$ cat config.mk
export PLATFORM = sky130hd
export DESIGN_NAME = ptbg_core
export DESIGN_NICKNAME = d
export VERILOG_FILES = /design/src/ptbg_pkg.sv /design/src/ptbg_core.sv
export SDC_FILE = /design/constraint.sdc
export NUM_CORES = 1
export LEC_CHECK = 0
export BUFFER_PORTS_ARGS = -buffer_cell sky130_fd_sc_hd__buf_2
export CAP_MARGIN = 25
export CORE_ASPECT_RATIO = 0.9
export CORE_UTILIZATION = 30
export DETAILED_ROUTE_END_ITERATION = 10
export PLACE_DENSITY = 0.54
export SLEW_MARGIN = 20
export SYNTH_ARGS = -nofsm -noshare
export SYNTH_HDL_FRONTEND = slang
export SYNTH_SLANG_ARGS = --single-unit
$ cat constraint.sdc
create_clock -name ref_clk -period 4.5 [get_ports ref_clk]
set_clock_uncertainty 0.1 [all_clocks]
set_input_delay 0.9 -clock ref_clk [delete_from_list [all_inputs] [get_ports ref_clk]]
set_output_delay 0.9 -clock ref_clk [all_outputs]
set_load 0.01 [all_outputs]
$ cat src/ptbg_pkg.sv
/*
 * Constants, register map and carrier types of the pwm time base core.
 * Assumes one 100 MHz clock and a plain register port with 4-bit word index.
 */
package ptbg_pkg;
    localparam int          AW              = 4;
    localparam int          DW              = 16;
    // Register indices
    localparam logic [3:0]  ADDR_PERIOD     = 4'h0;
    localparam logic [3:0]  ADDR_SEVT       = 4'h1;
    localparam logic [3:0]  ADDR_CHOP       = 4'h2;
    localparam logic [3:0]  ADDR_MDUTY      = 4'h3;
    localparam logic [3:0]  ADDR_GCTL       = 4'h4;
    localparam logic [3:0]  ADDR_MCTL       = 4'h5;
    localparam logic [3:0]  ADDR_GDUTY      = 4'h6;
    localparam logic [3:0]  ADDR_PHASE      = 4'h7;
    localparam logic [3:0]  ADDR_DT         = 4'h8;
    localparam logic [3:0]  ADDR_ALTDT      = 4'h9;
    localparam logic [3:0]  ADDR_TBCNT      = 4'ha;
    // Reset values
    localparam logic [15:0] PERIOD_RST      = 16'hfff8;
    localparam logic [15:0] ZERO16          = 16'h0000;
    // Write masks (unimplemented and hardware-owned bits excluded)
    localparam logic [15:0] CHOP_WMASK      = 16'h83ff;
    localparam logic [15:0] GCTL_WMASK      = 16'h1fe7;
    localparam logic [15:0] DT_WMASK        = 16'h3fff;
    localparam logic [15:0] MCTL_WMASK      = 16'h8007;
    // Field positions
    localparam int          B_EN            = 15;
    localparam int          B_FLT_P         = 15;
    localparam int          B_CL_P          = 14;
    localparam int          B_TRG_P         = 13;
    localparam int          B_FLT_E         = 12;
    localparam int          B_CL_E          = 11;
    localparam int          B_TRG_E         = 10;
    localparam int          B_ITB           = 9;
    localparam int          B_DUTY_SOURCE_SELECT          = 8;
    localparam int          B_DTM_HI        = 7;
    localparam int          B_DTM_LO        = 6;
    localparam int          B_DEADTIME_COMP_POLARITY          = 5;
    localparam int          B_CAM           = 2;
    localparam int          B_EXTERNAL_PERIOD_RESET_ENABLE         = 1;
    localparam int          B_IUE           = 0;
    // Dead-time modes
    localparam logic [1:0]  DTM_POS         = 2'h0;
    localparam logic [1:0]  DTM_NEG         = 2'h1;
    localparam logic [1:0]  DTM_OFF         = 2'h2;
    localparam logic [1:0]  DTM_COMP        = 2'h3;
    localparam logic [2:0]  PRE_RSVD        = 3'h7;

    typedef struct packed {
        logic [15:0] period;
        logic [15:0] duty;
        logic [15:0] phase;
        logic [15:0] deadtime;
        logic [15:0] alt_deadtime;
    } ptbg_act_t;

    typedef struct packed {
        logic [1:0]  mode;
        logic        shorten_high;
        logic        shorten_low;
    } ptbg_dt_t;

    typedef enum logic [1:0] {
        CNT_UP   = 2'b01,
        CNT_DOWN = 2'b10
    } ptbg_dir_t;
endpackage : ptbg_pkg

$ cat src/ptbg_core.sv
/*
 * Time base, chop clock and generator control of one pwm generator.
 * Assumes event inputs come from logic on ref_clk; the compensation pin is
 * asynchronous. Pin control, fault logic and dead-time units sit outside.
 */
// Operation
// 16-bit master period sets master time base
// Counter matching compare value yields match event
// Chop enable bit starts and stops chop
// Chop rate is tick rate over divider+1
// Duty source bit selects shared or own duty
// Fault event sets flag; enable write 0 clears
// Current-limit event sets flag; enable 0 clears
// Enabled trigger sets flag; enable 0 clears
// Software clears flag here and in controller
// Independent mode uses phase as own period
// Software keeps mode bits fixed while enabled
// Two-bit field selects the dead-time mode
// Compensation polarity only used in mode 11
// Compensation input picks shortened and lengthened output
// Center-aligned only when independent mode is active
// External reset by current-limit in independent mode
// Software sets independent mode, clears limit mode
// Immediate update, else update at period boundary
// Unimplemented bits read zero, ignore writes
// Module enable starts all time bases
// Prescaler divides by 1 to 64, reset 1
// Interrupt request when pending and enabled
`timescale 1ns/1ps
module ptbg_core
    import ptbg_pkg::*;
(
    // Clock and reset
    input  wire logic            ref_clk,
    input  wire logic            nrst,
    // Register port
    input  wire logic [AW-1:0]   addr,
    input  wire logic [DW-1:0]   wr_data,
    input  wire logic            wr_stb,
    input  wire logic            rd_stb,
    output logic      [DW-1:0]   rd_data,
    // Events and external inputs
    input  wire logic            fault_evt,
    input  wire logic            curlimit_evt,
    input  wire logic            trigger_evt,
    input  wire logic            curlimit_src,
    input  wire logic            curlimit_mode,
    input  wire logic            deadtime_comp_input,
    // Results
    output logic                 irq,
    output logic                 chop_clk,
    output logic                 sevt_match,
    output logic                 period_bnd,
    output logic                 center_mode,
    output logic      [15:0]     gen_count,
    output ptbg_act_t            act,
    output ptbg_dt_t             dt_ctl
);
    logic [15:0] period_r, sevt_r, chop_r, mduty_r, gctl_r, mctl_r;
    logic [15:0] gduty_r, phase_r, dtv_r, altdt_r;
    logic [2:0]  pend_r;
    logic [15:0] rd_data_r;
    logic        irq_r, chop_clk_r, sevt_r2, bnd_r, cam_r;
    logic [6:0]  pre_cnt_r;
    logic [9:0]  chop_cnt_r;
    logic [15:0] mtb_r, gcnt_r;
    ptbg_dir_t   dir_r;
    ptbg_act_t   act_r;
    ptbg_dt_t    dt_r;
    logic        cmp_s1_r, cmp_s2_r;

    // Decode
    wire         wr_period  = wr_stb && addr == ADDR_PERIOD;
    wire         wr_sevt    = wr_stb && addr == ADDR_SEVT;
    wire         wr_chop    = wr_stb && addr == ADDR_CHOP;
    wire         wr_mduty   = wr_stb && addr == ADDR_MDUTY;
    wire         wr_gctl    = wr_stb && addr == ADDR_GCTL;
    wire         wr_mctl    = wr_stb && addr == ADDR_MCTL;
    wire         wr_gduty   = wr_stb && addr == ADDR_GDUTY;
    wire         wr_phase   = wr_stb && addr == ADDR_PHASE;
    wire         wr_dt      = wr_stb && addr == ADDR_DT;
    wire         wr_altdt   = wr_stb && addr == ADDR_ALTDT;

    wire         mod_en     = mctl_r[B_EN];
    wire         independent_period_mode        = gctl_r[B_ITB];
    wire [2:0]   ien        = {gctl_r[B_FLT_E], gctl_r[B_CL_E], gctl_r[B_TRG_E]};

    // Prescaler: code 111 falls back to divide-by-1
    wire [2:0]   pre_code   = (mctl_r[2:0] == PRE_RSVD) ? 3'h0 : mctl_r[2:0];
    wire [6:0]   pre_last   = 7'((7'h1 << pre_code) - 7'h1);
    wire         tick       = mod_en && pre_cnt_r >= pre_last;
    wire [6:0]   pre_nxt    = (!mod_en || tick) ? 7'h00 : 7'(pre_cnt_r + 7'h1);

    // Master time base
    wire         mtb_wrap   = tick && mtb_r >= period_r;
    wire [15:0]  mtb_nxt    = !mod_en ? ZERO16 : mtb_wrap ? ZERO16
                            : tick ? 16'(mtb_r + 16'h1) : mtb_r;
    wire         sevt_nxt   = tick && mtb_r == sevt_r;

    // Generator time base
    wire         cam_eff    = independent_period_mode && gctl_r[B_CAM];
    wire         xreset     = independent_period_mode && gctl_r[B_EXTERNAL_PERIOD_RESET_ENABLE] && !curlimit_mode
                            && curlimit_src;
    wire         g_top      = gcnt_r >= act_r.phase;
    wire         g_bot      = gcnt_r == ZERO16;
    wire         g_wrap     = tick && (cam_eff ? (dir_r == CNT_DOWN && g_bot) : g_top);
    wire [15:0]  gcnt_nxt   = (!mod_en || xreset) ? ZERO16
                            : !independent_period_mode ? mtb_nxt
                            : !tick ? gcnt_r
                            : cam_eff ? (dir_r == CNT_UP ? (g_top ? 16'(gcnt_r - 16'h1)
                                                                  : 16'(gcnt_r + 16'h1))
                                                         : (g_bot ? 16'(gcnt_r + 16'h1)
                                                                  : 16'(gcnt_r - 16'h1)))
                            : g_top ? ZERO16 : 16'(gcnt_r + 16'h1);
    ptbg_dir_t   dir_nxt;
    always_comb begin
        dir_nxt = dir_r;
        case (dir_r)
            CNT_UP:   if (tick && cam_eff && g_top) dir_nxt = CNT_DOWN;
            CNT_DOWN: if (tick && g_bot) dir_nxt = CNT_UP;
            default:  dir_nxt = CNT_UP;
        endcase
        if (!mod_en || xreset || !cam_eff) dir_nxt = CNT_UP;
    end
    wire         bnd_nxt    = independent_period_mode ? (g_wrap || xreset) : mtb_wrap;

    // Active copies: immediate, at boundary, or while disabled
    wire         upd        = gctl_r[B_IUE] || bnd_nxt || !mod_en;
    ptbg_act_t   act_nxt;
    assign act_nxt.period       = independent_period_mode ? phase_r : period_r;
    assign act_nxt.duty         = gctl_r[B_DUTY_SOURCE_SELECT] ? mduty_r : gduty_r;
    assign act_nxt.phase        = phase_r;
    assign act_nxt.deadtime     = dtv_r;
    assign act_nxt.alt_deadtime = altdt_r;

    // Dead-time control
    wire [1:0]   dtm        = gctl_r[B_DTM_HI:B_DTM_LO];
    wire         comp_on    = dtm == DTM_COMP;
    wire         sh_high    = gctl_r[B_DEADTIME_COMP_POLARITY] ? cmp_s2_r : !cmp_s2_r;
    ptbg_dt_t    dt_nxt;
    assign dt_nxt.mode         = dtm;
    assign dt_nxt.shorten_high = comp_on && sh_high;
    assign dt_nxt.shorten_low  = comp_on && !sh_high;

    // Chop clock: high for the first half of each divider period
    wire [9:0]   chop_div   = chop_r[9:0];
    wire         chop_on    = chop_r[B_EN] && mod_en;
    wire         chop_end   = chop_cnt_r >= chop_div;
    wire [9:0]   chop_nxt   = !chop_on ? 10'h000 : !tick ? chop_cnt_r
                            : chop_end ? 10'h000 : 10'(chop_cnt_r + 10'h1);
    wire [10:0]  chop_half  = 11'(({1'b0, chop_div} + 11'h1) >> 1);
    wire         chop_lvl   = chop_on && ({1'b0, chop_cnt_r} < chop_half);

    // Pending flags: event set wins over enable-cleared
    wire [2:0]   evt        = {fault_evt, curlimit_evt, trigger_evt && ien[0]};
    wire [2:0]   wien       = {wr_data[B_FLT_E], wr_data[B_CL_E], wr_data[B_TRG_E]};
    wire [2:0]   clr        = wr_gctl ? ~wien : 3'h0;
    wire [2:0]   pend_nxt   = (pend_r & ~clr) | evt;
    wire         irq_nxt    = |(pend_nxt & (wr_gctl ? wien : ien));

    // Read mux
    wire [15:0]  gctl_rd    = {pend_r, gctl_r[12:0] & GCTL_WMASK[12:0]};
    logic [15:0] rd_mux;
    always_comb begin
        case (addr)
            ADDR_PERIOD: rd_mux = period_r;
            ADDR_SEVT:   rd_mux = sevt_r;
            ADDR_CHOP:   rd_mux = chop_r & CHOP_WMASK;
            ADDR_MDUTY:  rd_mux = mduty_r;
            ADDR_GCTL:   rd_mux = gctl_rd;
            ADDR_MCTL:   rd_mux = mctl_r & MCTL_WMASK;
            ADDR_GDUTY:  rd_mux = gduty_r;
            ADDR_PHASE:  rd_mux = phase_r;
            ADDR_DT:     rd_mux = dtv_r & DT_WMASK;
            ADDR_ALTDT:  rd_mux = altdt_r & DT_WMASK;
            ADDR_TBCNT:  rd_mux = mtb_r;
            default:     rd_mux = ZERO16;
        endcase
    end
    wire [15:0]  rd_nxt     = rd_stb ? rd_mux : ZERO16;

    // Software registers
    always_ff @(posedge ref_clk or negedge nrst) begin
        if (!nrst) begin
            period_r <= PERIOD_RST;
            sevt_r   <= ZERO16;
            chop_r   <= ZERO16;
            mduty_r  <= ZERO16;
            gctl_r   <= ZERO16;
            mctl_r   <= ZERO16;
            gduty_r  <= ZERO16;
            phase_r  <= ZERO16;
            dtv_r    <= ZERO16;
            altdt_r  <= ZERO16;
        end else begin
            if (wr_period) period_r <= wr_data;
            if (wr_sevt)   sevt_r   <= wr_data;
            if (wr_chop)   chop_r   <= wr_data & CHOP_WMASK;
            if (wr_mduty)  mduty_r  <= wr_data;
            if (wr_gctl)   gctl_r   <= wr_data & GCTL_WMASK;
            if (wr_mctl)   mctl_r   <= wr_data & MCTL_WMASK;
            if (wr_gduty)  gduty_r  <= wr_data;
            if (wr_phase)  phase_r  <= wr_data;
            if (wr_dt)     dtv_r    <= wr_data & DT_WMASK;
            if (wr_altdt)  altdt_r  <= wr_data & DT_WMASK;
        end
    end

    // Counters and state
    always_ff @(posedge ref_clk or negedge nrst) begin
        if (!nrst) begin
            pre_cnt_r  <= 7'h00;
            mtb_r      <= ZERO16;
            gcnt_r     <= ZERO16;
            dir_r      <= CNT_UP;
            chop_cnt_r <= 10'h000;
            pend_r     <= 3'h0;
        end else begin
            pre_cnt_r  <= pre_nxt;
            mtb_r      <= mtb_nxt;
            gcnt_r     <= gcnt_nxt;
            dir_r      <= dir_nxt;
            chop_cnt_r <= chop_nxt;
            pend_r     <= pend_nxt;
        end
    end

    // Output flops and pin synchroniser
    always_ff @(posedge ref_clk or negedge nrst) begin
        if (!nrst) begin
            rd_data_r  <= ZERO16;
            irq_r      <= 1'b0;
            chop_clk_r <= 1'b0;
            sevt_r2    <= 1'b0;
            bnd_r      <= 1'b0;
            cam_r      <= 1'b0;
            act_r      <= '0;
            dt_r       <= '0;
            cmp_s1_r   <= 1'b0;
            cmp_s2_r   <= 1'b0;
        end else begin
            rd_data_r  <= rd_nxt;
            irq_r      <= irq_nxt;
            chop_clk_r <= chop_lvl;
            sevt_r2    <= sevt_nxt;
            bnd_r      <= bnd_nxt;
            cam_r      <= cam_eff;
            if (upd) act_r <= act_nxt;
            dt_r       <= dt_nxt;
            cmp_s1_r   <= deadtime_comp_input;
            cmp_s2_r   <= cmp_s1_r;
        end
    end

    assign rd_data     = rd_data_r;
    assign irq         = irq_r;
    assign chop_clk    = chop_clk_r;
    assign sevt_match  = sevt_r2;
    assign period_bnd  = bnd_r;
    assign center_mode = cam_r;
    assign gen_count   = gcnt_r;
    assign act         = act_r;
    assign dt_ctl      = dt_r;
endmodule : ptbg_core

==> impl_results.md <==
* Status: complete, no violations
* CTS Sinks at 291
* First drt pass iteration count at 6
* Number of fill cells at 4,958
* First-pass GRT wire length at 75,800 µm
* Number of flops mapped to enable cells by yosys at 0
* Hold Vio Cnt, Final at 0
* Die Span Y at 214 µm
* CORE AREA at 49,100 µm²
* Final worst path period share at 80.4%
* Crit path max fanout at 80
* Final Cell Area at 17,700 µm²
* Post-route ant nets at 0
* CP endpoint: act[22]$_DFFE_PN0P_
* Initial antenna violation count at 4
* Starting Density at 30.4%
* Final Max Slew Viols at 0
* Total GRT Usage at 20.1%
* Cell Rows at 77
* Vias per inst at 5.40
* Grt total ovfl at 0
* Max clock buf depth at 3
* Crit path DAT at 3.95 ns
* CTS H-Tree Depth at 2
* Placed insts at 2,088
* Worst slew pin tran at 1.05 ns
* Crit path time final at 3.62 ns
* Final setup violation count at 0
* Setup slack after layout at 0.880 ns
* Setup Buffers After CTS at 0
* R2R Path End: act[22]$_DFFE_PN0P_
* Drc violations at 0
* Vias at 11,600
* Max_cap viols at 0
* Wire per inst at 23.4 µm
* Highest clock rate at 276 MHz
* Final Total Pwr at 8970 µW
* Hold_buf cts at 0
* PostCTS Resize Cnt at 0
* R2R depth at 9
* Root Buffer: clkbuf_16
* Layout area overhead at 18.4%
* Hold Path Class: input port to async pin
* Distinct cells, synth at 64
* DIE WIDTH at 237 µm
* Die area at 50,600 µm²
* Final wirelength at 50,400 µm
* Pre-CTS setup slack at 0.882 ns
* Synth Warn # at 0
* Pin count of the biggest net entering global routing at 96
* Clock slew seen by the registers of the worst setup and hold paths at 0.06 ns
* Synth top area share at 46.4%
* Register area share after synthesis at 48.9%
* Crit start category: register
* Leakage at 0.00810 µW
* CP Class: register to register
* Layout cells sized above 1 at 27.5%
* R2R setup slack at 0.88 ns
* Clk_lat worst skew at 0.55 ns
* Final net count at 1,589
* Crit end category: register
* Post-Synthesis Cells at 1,345
* CTS tree: built
* Seq cells post-synth at 291
* Syn_area_per_cell at 11.1 µm²
* Detailed Route Iter0 Violations at 1,052
* PD cells at 508 nW/µm²
* Finished Layout Cells at 2,154
* R2r startpoint: gen_count[2]$_DFFE_PN0P_
* Vias in the first global route at 11,500
* Primary FF master, synth: dfrtp_1
* Unrepaired setup endpoints after global routing: no
* HPWL after DPL at 36,000 µm
* Crit. Startpoint: gen_count[2]$_DFFE_PN0P_
* Worst vdd ir at 0.323 mV
* Setup_tns at 0 ns
* Cell Area, Synth at 14,900 µm²
* Gpl congestion at 0.938
* Cell type with the largest total area after synthesis: dfrtp_1
* Ports at 151
* Top cells by area, synth: dfrtp_1 46%, mux2_2 12%, ha_1 5.4%
* Critical Path RT at 4.83 ns
* Async S/R FF share, synth at 100%
* CTS buffer count at 35
* Slew Limit Headroom at 29.9%
* Dpl cell area at 16,500 µm²
* PortBufs at 146
## registers in the layout, indices dropped and copies added, names as in the netlist, 10 cells and up
| name | count |
|---|---|
| act | 76 |
| altdt_r | 14 |
| chop_cnt_r | 10 |
| chop_r | 11 |
| dtv_r | 14 |
| gctl_r | 11 |
| gduty_r | 16 |
| gen_count | 16 |
| mduty_r | 16 |
| mtb_r | 16 |
| period_r | 16 |
| phase_r | 16 |
| rd_data | 16 |
| sevt_r | 16 |
## cell usage after synthesis, types with 12 or more instances
| master | n |
|---|---|
| and3_1 | 30 |
| nand2_1 | 98 |
| a21oi_1 | 40 |
| xnor2_1 | 24 |
| nor2_1 | 68 |
| o21ai_1 | 20 |
| dfrtp_1 | 277 |
| a221oi_1 | 14 |
| nand4_1 | 12 |
| mux2i_1 | 35 |
| inv_1 | 55 |
| mux2_1 | 25 |
| nor3_1 | 25 |
| o21ai_0 | 52 |
| a22oi_1 | 37 |
| nor2b_1 | 13 |
| a22o_1 | 19 |
| dfstp_2 | 14 |
| mux2_2 | 153 |
| clkbuf_1 | 50 |
| ha_1 | 65 |
| a31oi_1 | 12 |
| nand3_1 | 28 |
| xor2_1 | 31 |
## per-layer routing
metal | track usage, % | part of all wire (%)
met2 | 30.7 | 44
met4 | 5.41 | 2.1
met1 | 28.3 | 46
met3 | 5.10 | 7.6
met5 | 0 | 0.044
## logic make-up after synthesis
logic type	count (synthesis)	share of synthesized area, %
AOI/OAI and AO/OA	274	12.8
xor gates and xnor gates	55	3.23
adders and majority gates	65	5.45
buffers and inverters	124	3.40
DFF	291	48.9
muxes	213	15.8
other	2	0.0503
and+or+nand+nor	321	10.4
## cell usage in the layout (no fill, tap or decap), types with 31 or more instances in the layout
cell type	netlist	layout
o21ai_0	52	52
a21oi_1	40	40
nand2_1	98	98
inv_1	55	55
ha_1	65	65
dfrtp_1	277	277
mux2_2	153	153
clkbuf_16	0	35
mux2i_1	35	35
buf_2	3	145
nor2_1	68	68
a22oi_1	37	37
xor2_1	31	31
## area by class of cell
cell class              count  area (µm²)  share of cell area, %
flip-flops and latches    291        7300                   41.3
repair buffers            178        1030                   5.81
well taps                 632         791                   4.48
multi-input cells         933        7160                   40.5
inverters                  55         206                   1.17
diodes                      2        5.00                 0.0283
clock buffers              43         956                   5.41
clock inverters            20         221                   1.25
## worst max-delay path, stage by stage, from the launching register on
cell and delay [ns]:
dfrtp_1 0.57, ha_1 0.31, a211o_1 0.26, a31oi_1 0.15, o21ai_1 0.17, a211oi_2 0.53, o2111ai_1 0.26, a311oi_4 0.34
buf_12 0.37, mux2_2 0.38
## stage by stage
step / hold slack, ns / utilization, %
3_3_place_gp: 0.235 / 33.5
2_1_floorplan: 0.231 / -
4_1_cts: 0.251 / 35.9
3_5_place_dp: 0.236 / 33.5
6_report: 0.249 / 36.0
5_1_grt: 0.265 / 36.0
## where the power goes
part	internal (µW)	switching, µW
combinational	965	1240
sequential	3240	624
clock	1700	1200
## how the worst min path moves through the flow
stage                       start             endpoint  slack [ns]
6_report                     nrst  act[43]$_DFFE_PN0P_        0.25
5_1_grt        cmp_s1_r$_DFF_PN0_   cmp_s2_r$_DFF_PN0_        0.27
4_1_cts        cmp_s1_r$_DFF_PN0_   cmp_s2_r$_DFF_PN0_        0.25
3_5_place_dp   cmp_s1_r$_DFF_PN0_   cmp_s2_r$_DFF_PN0_        0.24
3_3_place_gp   cmp_s1_r$_DFF_PN0_   cmp_s2_r$_DFF_PN0_        0.23
2_1_floorplan  cmp_s1_r$_DFF_PN0_   cmp_s2_r$_DFF_PN0_        0.23
(Power assumes the default switching activity.)
